[config.mk]
export PLATFORM = sky130hd
export DESIGN_NAME = sensor_channel_regs
export DESIGN_NICKNAME = d
export VERILOG_FILES = /design/src/core/sensor_channel_pkg.sv /design/src/core/channel_settings_decode.sv /design/src/core/sensor_channel_regs.sv
export VERILOG_INCLUDE_DIRS = /design/src /design/src/core
export SDC_FILE = /design/constraint.sdc
export NUM_CORES = 1
export LEC_CHECK = 0
export BUFFER_PORTS_ARGS = -buffer_cell sky130_fd_sc_hd__buf_2
export CAP_MARGIN = 20
export CORE_MARGIN = 3
export CORE_UTILIZATION = 40
export CTS_CLUSTER_SIZE = 10
export DETAILED_ROUTE_END_ITERATION = 6
export SETUP_SLACK_MARGIN = 0.2
export SYNTH_ARGS = -nofsm -noshare
export SYNTH_HDL_FRONTEND = slang
export SYNTH_SLANG_ARGS = --single-unit
[constraint.sdc]
create_clock -name clk -period 4.5 [get_ports clk]
set_clock_uncertainty 0.2 [all_clocks]
set_input_delay 0.9 -clock clk [delete_from_list [all_inputs] [get_ports clk]]
set_output_delay 0.9 -clock clk [all_outputs]
set_load 0.05 [all_outputs]
[src/core/sensor_channel_map.svh]
// register map, field positions and reset values of the channel register block
`ifndef SENSOR_CHANNEL_MAP_SVH
`define SENSOR_CHANNEL_MAP_SVH
`define COUNT_BASE      8'h20
`define COUNT_LAST      8'h2b
`define AVERAGE_BASE    8'h30
`define AVERAGE_LAST    8'h35
`define MODE_BASE       8'h40
`define TIMING_BASE     8'h43
`define TUNE_BASE       8'h46
`define MODE_RESET      8'h00
`define TIMING_RESET    8'h67
`define TUNE_RESET      8'hd0
`define VALUE_RESET     16'h0000
`define RDATA_RESET     8'h00
`define RDATA_UNMAPPED  8'h00
`define MODE_CAP        2'b00
`define MODE_IND        2'b10
`define TARGET_SHIFT    5
`define BASE_75         10'h04b
`define BASE_100        10'h064
`define BASE_150        10'h096
`define BASE_200        10'h0c8
`endif

[src/core/sensor_channel_pkg.sv]
// types shared by the channel register block
package sensor_channel_pkg;
  typedef enum logic [1:0] {sense_capacitive, sense_reserved_a, sense_inductive,
                            sense_reserved_b} sense_mode_e;
  typedef enum logic [1:0] {tune_off, tune_partial, tune_semi_partial, tune_full} tune_mode_e;
  typedef enum logic [1:0] {div_half, div_quarter, div_eighth, div_sixteenth} freq_div_e;
endpackage : sensor_channel_pkg

[src/core/channel_settings_decode.sv]
// decodes one channel's three settings bytes into control fields
`timescale 1ns/100ps
`include "sensor_channel_map.svh"
module channel_settings_decode (
  input  wire logic [7:0]                      mode_byte,     // sense mode settings
  input  wire logic [7:0]                      timing_byte,   // charge timing settings
  input  wire logic [7:0]                      tune_byte,     // auto tune settings
  output sensor_channel_pkg::sense_mode_e      sense_mode,    // sensing mode
  output logic                                 inductive,     // inductive selected
  output logic [1:0]                           receive_enable, // bit0 electrode zero
  output logic                                 small_range,   // multiplier range small
  output logic                                 large_store,   // 60 pf store when high
  output sensor_channel_pkg::freq_div_e        freq_div,      // charge frequency divider
  output logic [4:0]                           div_ratio,     // divide ratio 2..16
  output sensor_channel_pkg::tune_mode_e       tune_mode,     // auto tuning mode
  output logic [9:0]                           tuning_base_value,   // base count
  output logic [10:0]                          tuning_target_value  // target count
);
  import sensor_channel_pkg::*;
  // field extraction; ranges stay meaningful only in inductive mode
  always_comb begin
    sense_mode     = sense_mode_e'(mode_byte[7:6]);
    inductive      = (mode_byte[7:6] == `MODE_IND);
    receive_enable = mode_byte[1:0];
    small_range    = inductive & mode_byte[4];
    large_store    = timing_byte[6];
    freq_div       = freq_div_e'(timing_byte[5:4]);
    tune_mode      = tune_mode_e'(timing_byte[1:0]);
    tuning_target_value = {tune_byte[5:0], 5'h00};
    unique case (timing_byte[5:4])
      2'b00: div_ratio = 5'h02;
      2'b01: div_ratio = 5'h04;
      2'b10: div_ratio = 5'h08;
      2'b11: div_ratio = 5'h10;
    endcase
    unique case (tune_byte[7:6])
      2'b00: tuning_base_value = `BASE_75;
      2'b01: tuning_base_value = `BASE_100;
      2'b10: tuning_base_value = `BASE_150;
      2'b11: tuning_base_value = `BASE_200;
    endcase
  end
endmodule : channel_settings_decode

[src/core/sensor_channel_regs.sv]
// channel count, long term average and settings register bank
`timescale 1ns/100ps
`include "sensor_channel_map.svh"
module sensor_channel_regs #(
  parameter int COUNT_CHANNELS = 4,  // channels with raw counts
  parameter int SENSE_CHANNELS = 3   // channels with averages and settings
) (
  input  wire logic                              clk,          // 100 mhz clock
  input  wire logic                              reset,        // sync reset, high
  input  wire logic [7:0]                        reg_addr,     // register byte address
  input  wire logic                              reg_write,    // write strobe
  input  wire logic                              reg_read,     // read strobe
  input  wire logic [7:0]                        reg_wdata,    // write data
  output logic [7:0]                             reg_rdata,    // registered read data
  input  wire logic                              cycle_done,   // measurement cycle pulse
  input  wire logic [COUNT_CHANNELS*16-1:0]      meas_count,   // new counts per channel
  input  wire logic [SENSE_CHANNELS*16-1:0]      meas_average, // new averages per channel
  output logic [SENSE_CHANNELS*2-1:0]            sense_mode,   // mode per channel
  output logic [SENSE_CHANNELS-1:0]              inductive,    // inductive per channel
  output logic [SENSE_CHANNELS*2-1:0]            receive_enable, // electrodes per channel
  output logic [SENSE_CHANNELS-1:0]              small_range,  // multiplier range
  output logic [SENSE_CHANNELS-1:0]              large_store,  // charge store size
  output logic [SENSE_CHANNELS*5-1:0]            div_ratio,    // frequency divide ratio
  output logic [SENSE_CHANNELS*2-1:0]            tune_mode,    // auto tuning mode
  output logic [SENSE_CHANNELS*10-1:0]           tuning_base_value,   // base counts
  output logic [SENSE_CHANNELS*11-1:0]           tuning_target_value  // target counts
);
  import sensor_channel_pkg::*;
  logic [15:0] count [COUNT_CHANNELS];
  logic [15:0] average [SENSE_CHANNELS];
  logic [7:0]  mode_reg [SENSE_CHANNELS];
  logic [7:0]  timing_reg [SENSE_CHANNELS];
  logic [7:0]  tune_reg [SENSE_CHANNELS];
  logic [7:0]  held_high, next_held_high; // high byte latched on low-byte read
  logic [7:0]  next_rdata;

  // per-channel storage and decode
  for (genvar c = 0; c < COUNT_CHANNELS; c++) begin : g_count
    logic [15:0] next_count;
    always_comb begin
      next_count = count[c];
      if (cycle_done) next_count = meas_count[c*16 +: 16];
    end
    always_ff @(posedge clk) begin
      if (reset) count[c] <= `VALUE_RESET;
      else count[c] <= next_count;
    end
    // every count copy loads on the pulse and holds otherwise; host writes never reach it
    count_load_a: assert property (@(posedge clk) disable iff (reset)
      cycle_done |=> count[c] == $past(meas_count[c*16 +: 16]))
      else $error("count copy stale");
    count_keep_a: assert property (@(posedge clk) disable iff (reset)
      !cycle_done |=> $stable(count[c]))
      else $error("count copy moved");
  end
  for (genvar c = 0; c < SENSE_CHANNELS; c++) begin : g_sense
    logic [15:0] next_average;
    logic [7:0]  next_mode, next_timing, next_tune;
    sense_mode_e sm;
    freq_div_e   fd;
    tune_mode_e  tm;
    // host writes win over a same-cycle average update, so software overrides stick
    always_comb begin
      next_average = average[c];
      next_mode    = mode_reg[c];
      next_timing  = timing_reg[c];
      next_tune    = tune_reg[c];
      if (cycle_done) next_average = meas_average[c*16 +: 16];
      if (reg_write) begin
        if (reg_addr == `AVERAGE_BASE + 8'(2*c)) next_average[7:0] = reg_wdata;
        if (reg_addr == `AVERAGE_BASE + 8'(2*c+1)) next_average[15:8] = reg_wdata;
        if (reg_addr == `MODE_BASE + 8'(c)) next_mode = reg_wdata;
        if (reg_addr == `TIMING_BASE + 8'(c)) next_timing = reg_wdata;
        if (reg_addr == `TUNE_BASE + 8'(c)) next_tune = reg_wdata;
      end
    end
    always_ff @(posedge clk) begin
      if (reset) begin
        average[c]    <= `VALUE_RESET;
        mode_reg[c]   <= `MODE_RESET;
        timing_reg[c] <= `TIMING_RESET;
        tune_reg[c]   <= `TUNE_RESET;
      end else begin
        average[c]    <= next_average;
        mode_reg[c]   <= next_mode;
        timing_reg[c] <= next_timing;
        tune_reg[c]   <= next_tune;
      end
    end
    channel_settings_decode u_decode (
      .mode_byte           (mode_reg[c]),
      .timing_byte         (timing_reg[c]),
      .tune_byte           (tune_reg[c]),
      .sense_mode          (sm),
      .inductive           (inductive[c]),
      .receive_enable      (receive_enable[c*2 +: 2]),
      .small_range         (small_range[c]),
      .large_store         (large_store[c]),
      .freq_div            (fd),
      .div_ratio           (div_ratio[c*5 +: 5]),
      .tune_mode           (tm),
      .tuning_base_value   (tuning_base_value[c*10 +: 10]),
      .tuning_target_value (tuning_target_value[c*11 +: 11])
    );
    assign sense_mode[c*2 +: 2] = sm;
    assign tune_mode[c*2 +: 2]  = tm;
    // inductive needs both electrodes; host owns that, the device does not force it
    store_select_a: assert property (@(posedge clk) disable iff (reset)
      large_store[c] == timing_reg[c][6]) else $error("store size wrong");
    inductive_rx_a: assert property (@(posedge clk) disable iff (reset)
      inductive[c] |-> receive_enable[c*2 +: 2] == 2'b11) else $error("rx not both");
    // every decoder copy is checked, since the bench spreads its codes over all channels
    mode_select_a: assert property (@(posedge clk) disable iff (reset)
      sm == sense_mode_e'(mode_reg[c][7:6]))
      else $error("mode copy wrong");
    rx_select_a: assert property (@(posedge clk) disable iff (reset)
      receive_enable[c*2 +: 2] == mode_reg[c][1:0])
      else $error("rx copy wrong");
    range_select_a: assert property (@(posedge clk) disable iff (reset)
      small_range[c] == (inductive[c] && mode_reg[c][4]))
      else $error("range copy wrong");
    divider_select_a: assert property (@(posedge clk) disable iff (reset)
      div_ratio[c*5 +: 5] == 5'(5'h02 << timing_reg[c][5:4]) && fd == freq_div_e'(timing_reg[c][5:4]))
      else $error("divider copy wrong");
    tune_select_a: assert property (@(posedge clk) disable iff (reset)
      tm == tune_mode_e'(timing_reg[c][1:0]))
      else $error("tune copy wrong");
    base_select_a: assert property (@(posedge clk) disable iff (reset)
      tuning_base_value[c*10 +: 10] == (tune_reg[c][7] ?
        (tune_reg[c][6] ? `BASE_200 : `BASE_150) : (tune_reg[c][6] ? `BASE_100 : `BASE_75)))
      else $error("base copy wrong");
    target_select_a: assert property (@(posedge clk) disable iff (reset)
      tuning_target_value[c*11 +: 11] == 11'(tune_reg[c][5:0]) * 11'h020)
      else $error("target copy wrong");
    // a pulse with no host write in the same cycle must land whole in the average
    average_load_a: assert property (@(posedge clk) disable iff (reset)
      cycle_done && !reg_write |=> average[c] == $past(meas_average[c*16 +: 16]))
      else $error("average copy stale");
    mode_write_a: assert property (@(posedge clk) disable iff (reset)
      reg_write && reg_addr == `MODE_BASE + 8'(c) |=> mode_reg[c] == $past(reg_wdata))
      else $error("mode write lost");
  end

  // read mux: reading a low byte freezes the high byte so a pair never mixes cycles
  always_comb begin
    next_rdata     = `RDATA_UNMAPPED;
    next_held_high = held_high;
    for (int c = 0; c < COUNT_CHANNELS; c++) begin
      if (reg_addr == `COUNT_BASE + 8'(2*c)) begin
        next_rdata = count[c][7:0];
        if (reg_read) next_held_high = count[c][15:8];
      end
      if (reg_addr == `COUNT_BASE + 8'(2*c+1)) next_rdata = held_high;
    end
    for (int c = 0; c < SENSE_CHANNELS; c++) begin
      if (reg_addr == `AVERAGE_BASE + 8'(2*c)) begin
        next_rdata = average[c][7:0];
        if (reg_read) next_held_high = average[c][15:8];
      end
      if (reg_addr == `AVERAGE_BASE + 8'(2*c+1)) next_rdata = held_high;
      if (reg_addr == `MODE_BASE + 8'(c)) next_rdata = mode_reg[c];
      if (reg_addr == `TIMING_BASE + 8'(c)) next_rdata = timing_reg[c];
      if (reg_addr == `TUNE_BASE + 8'(c)) next_rdata = tune_reg[c];
    end
    if (!reg_read) next_rdata = reg_rdata;
  end
  always_ff @(posedge clk) begin
    if (reset) begin
      reg_rdata <= `RDATA_RESET;
      held_high <= `RDATA_RESET;
    end else begin
      reg_rdata <= next_rdata;
      held_high <= next_held_high;
    end
  end

  count_update_a: assert property (@(posedge clk) disable iff (reset)
    cycle_done |=> count[0] == $past(meas_count[15:0])) else $error("count stale");
  count_hold_a: assert property (@(posedge clk) disable iff (reset)
    !cycle_done |=> $stable(count[0])) else $error("count moved");
  average_write_a: assert property (@(posedge clk) disable iff (reset)
    reg_write && reg_addr == `AVERAGE_BASE |=> average[0][7:0] == $past(reg_wdata))
    else $error("average write lost");
  settings_write_a: assert property (@(posedge clk) disable iff (reset)
    reg_write && reg_addr == `TIMING_BASE + 8'h01 |=> timing_reg[1] == $past(reg_wdata))
    else $error("settings write lost");
  mode_decode_a: assert property (@(posedge clk) disable iff (reset)
    inductive[0] == (mode_reg[0][7:6] == `MODE_IND)) else $error("mode wrong");
  range_decode_a: assert property (@(posedge clk) disable iff (reset)
    small_range[0] == (inductive[0] && mode_reg[0][4])) else $error("range wrong");
  divider_decode_a: assert property (@(posedge clk) disable iff (reset)
    div_ratio[4:0] == 5'(5'h02 << timing_reg[0][5:4])) else $error("divider wrong");
  target_scale_a: assert property (@(posedge clk) disable iff (reset)
    tuning_target_value[10:0] == 11'(tune_reg[0][5:0]) * 11'h020)
    else $error("target wrong");
  base_default_a: assert property (@(posedge clk) disable iff (reset)
    tune_reg[0][7:6] == 2'b11 |-> tuning_base_value[9:0] == `BASE_200)
    else $error("base wrong");
  tune_decode_a: assert property (@(posedge clk) disable iff (reset)
    tune_mode[1:0] == timing_reg[0][1:0]) else $error("tune mode wrong");
  rx_decode_a: assert property (@(posedge clk) disable iff (reset)
    receive_enable[1:0] == mode_reg[0][1:0]) else $error("rx wrong");
  read_pair_a: assert property (@(posedge clk) disable iff (reset)
    reg_read && reg_addr == `COUNT_BASE ##1 reg_read && reg_addr == `COUNT_BASE + 8'h01
    |=> reg_rdata == $past(count[0][15:8], 2)) else $error("pair torn");
  // holes in the map read as zero so software probing the bank sees no stale byte
  unmapped_read_a: assert property (@(posedge clk) disable iff (reset)
    reg_read && reg_addr > `TUNE_BASE + 8'(SENSE_CHANNELS-1) |=> reg_rdata == `RDATA_UNMAPPED)
    else $error("unmapped read not zero");
  read_hold_a: assert property (@(posedge clk) disable iff (reset)
    !reg_read |=> $stable(reg_rdata))
    else $error("read data moved");
endmodule : sensor_channel_regs

==> results.json <==
{
  "status": "finished, final reports clean",
  "synth.top_cells.by_count": "200 x dfxtp_1, 178 x nor2_1, 132 x mux2i_1, 88 x nand2_1, 75 x a211oi_1",
  "clk_path_buf_depth": 2,
  "die_w_um": 170.1,
  "yosysMostFrequentCell": "dfxtp_1",
  "gp_congestion": 0.9506,
  "top_register": "count",
  "crit_slowest_cell": "or4b_1",
  "dp.cells": 1718,
  "arrival_ns": 3.40,
  "nets": 1550,
  "period_share": 0.7362,
  "drt_iter0_drc": 1217,
  "path_common_cell": "nor2_1",
  "root_buffer": "clkbuf_16",
  "p_total_mw": 4.034,
  "crit_path_max_fanout": 38,
  "drc": 0,
  "sw_frac_of_total": 0.2814,
  "syn_area_um2": 10770,
  "ir_drop_v": 0.0002020,
  "rsz0062_at_grt": "false",
  "slowest_delay_ns": 0.79,
  "sequentialPowerShare": 0.466,
  "ys.flop_type": "dfxtp_1",
  "drive_gt1_frac": 0.2106,
  "vias_per_cell": 5.808,
  "async_flop_share": 0,
  "worstSetupPathType": "primary input to register",
  "hold_violations": 0,
  "clk_latency_ns": 0.45,
  "intPower_mw": 2.899,
  "ys.warnings.count": 0,
  "synth-seq-cells": 200,
  "place_area_um2": 11680,
  "final-setup-viol-count": 0,
  "ant_nets": 0,
  "synth_seq_area_share": 0.3719,
  "reg.largest.list": "count (64), average (48)",
  "final_cells": 1750,
  "power_density_nw_per_um2": 327.1,
  "largest_register_ffs": 64,
  "final_util": 0.4693,
  "crit_chain": "buf_2, or4b_1, nor2_1, nand2_1, nor2_1, a211oi_1",
  "relSlewSlack": 0.4044,
  "cts_setup_buffers": 0,
  "die_h_um": 170.1,
  "dp_hpwl_um": 27000,
  "synth-edff-count": 0,
  "p_sw_mw": 1.135,
  "wl_um": 37720,
  "grt_pass1_vias": 9453,
  "fmax_ghz": 0.3018,
  "cts_tree": "yes",
  "period_minus_slack_ns": 3.313,
  "crit_path_end_kind": "register",
  "tightest_slew_ns": 0.8934,
  "dp_slack_ns": 0.8039,
  "cts_made_buffers": 17,
  "critPathRequiredTime_ns": 4.59,
  "layout_setup_ws_ns": 1.187,
  "synthDistinctLibCells": 70,
  "cts_hold_buf": 0,
  "cts.reportedPaths.clkPinSlew_ns": 0.07,
  "port_buffers": 221,
  "design_area_um2": 12330,
  "avgSynthCellArea_um2": 8.398,
  "synth_area_leaders": "dfxtp_1 37%, mux2i_1 12%, nor2_1 6.2%",
  "vias": 10160,
  "holdWs_ns": 0.2604,
  "hold_class": "register to register",
  "design.die.area_um2": 28920,
  "cp-start-kind": "primary input",
  "final_max_slew_viol_count": 0,
  "wl_per_cell_um": 21.55,
  "leakagePower_nw": 5.397,
  "grt_pass1_wl_um": 57600,
  "cts.sinks": 200,
  "cap_viol_max_count": 0,
  "pin_count": 246,
  "num_rows": 59,
  "grt-ovfl-total": 0,
  "yosysTopAreaCell": "dfxtp_1",
  "htree_levels": 4,
  "track_usage": 0.2561,
  "grt_max_degree": 115,
  "synth_top_area_frac": 0.3719,
  "grt_antenna_before_repair": 1,
  "cts_resized": 0,
  "clkPwrFrac": 0.425,
  "start_util": 0.4097,
  "drt_first_pass_iters": 5,
  "fin_tns_setup_ns": 0,
  "combPwrFrac": 0.109,
  "r2r_slack_ns": 2.20,
  "core_um2": 26280,
  "layout-area-overhead-vs-synth_pct": 14.55,
  "syn_inst": 1282,
  "n_antenna_cell": 0
}
## path summary, 6_finish.rpt
check | start | end | cells past startpoint
max | reg_addr[0] | average[1][3] | 6
min reg2reg | mode_reg[1][5] | mode_reg[1][5] | 2
min | mode_reg[1][5] | mode_reg[1][5] | 2
max reg2reg | held_high[2] | reg_rdata[2] | 5
## cells in the final DEF (no fill, tap or decap), types with 4 or more instances in the layout
| cell type | Yosys | layout |
|---|---|---|
| buf_4 | 69 | 24 |
| o211ai_1 | 8 | 8 |
| a221oi_1 | 12 | 12 |
| ha_1 | 15 | 15 |
| inv_6 | 0 | 5 |
| o221ai_1 | 8 | 8 |
| nor2b_1 | 16 | 16 |
| nand2_1 | 88 | 88 |
| a31oi_1 | 4 | 4 |
| mux2i_1 | 132 | 132 |
| clkbuf_16 | 0 | 17 |
| o32ai_1 | 4 | 4 |
| a22oi_1 | 19 | 19 |
| a211o_1 | 26 | 26 |
| conb_1 | 1 | 24 |
| o31ai_1 | 10 | 10 |
| buf_2 | 14 | 219 |
| nor3_1 | 14 | 14 |
| and2_1 | 9 | 9 |
| a211oi_1 | 75 | 75 |
| nor2_1 | 178 | 178 |
| a21oi_1 | 67 | 67 |
| nand2b_1 | 9 | 9 |
| or3_1 | 4 | 4 |
| dfxtp_1 | 200 | 200 |
| nand3_1 | 59 | 59 |
| inv_1 | 18 | 18 |
| and3_1 | 27 | 27 |
| o21ai_0 | 19 | 19 |
| nand4_1 | 5 | 5 |
| or2_2 | 7 | 7 |
| o22ai_1 | 18 | 18 |
## logic make-up (layout without fill, tap and decap cells)
family                     after synthesis  in the layout  synth area share
and+or+nand+nor                        443            443            0.1959
muxes                                  135            135            0.1259
DFF                                    200            200            0.3719
adders and majority gates               15             15           0.01743
AOI/OAI and AO/OA                      301            301            0.1970
other                                    1             24         0.0003483
buffers and inverters                  187            297           0.09158
## layer usage
metal  GRT usage  wire (um)  part of all wire  vias up
li1            -          -                 -     4793
met1      0.3701      17040              0.45     4829
met2      0.3991      17220              0.46      485
met3     0.03508       2669             0.071       57
met4     0.07478        786             0.021        0
met5           0          0                 0        -
## power groups by stage
stage / logic [mW] / registers [mW] / clock network [mW]
6_report: 0.438 / 1.88 / 1.71
5_1_grt: 0.475 / 1.89 / 1.81
4_1_cts: 0.435 / 1.88 / 1.73
3_5_place_dp: 0.434 / 1.92 / 0
3_3_place_gp: 0.431 / 1.92 / 0
2_1_floorplan: 0.301 / 1.91 / 0
## area by class of cell
class	instances	area (um^2)
Sequential cell	200	4004
Inverter	19	71.32
Multi-Input combinational cell	918	5869
Fill cell	2605	13950
Clock inverter	15	225.2
Clock buffer	17	425.4
Timing Repair Buffer	246	1319
Tap cell	335	419.2
## critical path, delay by kind of cell
kind,cells,cell delay [ns]
AO/OA/AOI/OAI,1,0.07
buffers and inverters,1,0.31
AND/OR/NAND/NOR,4,2.10
Power figures use the tool's default switching activity.
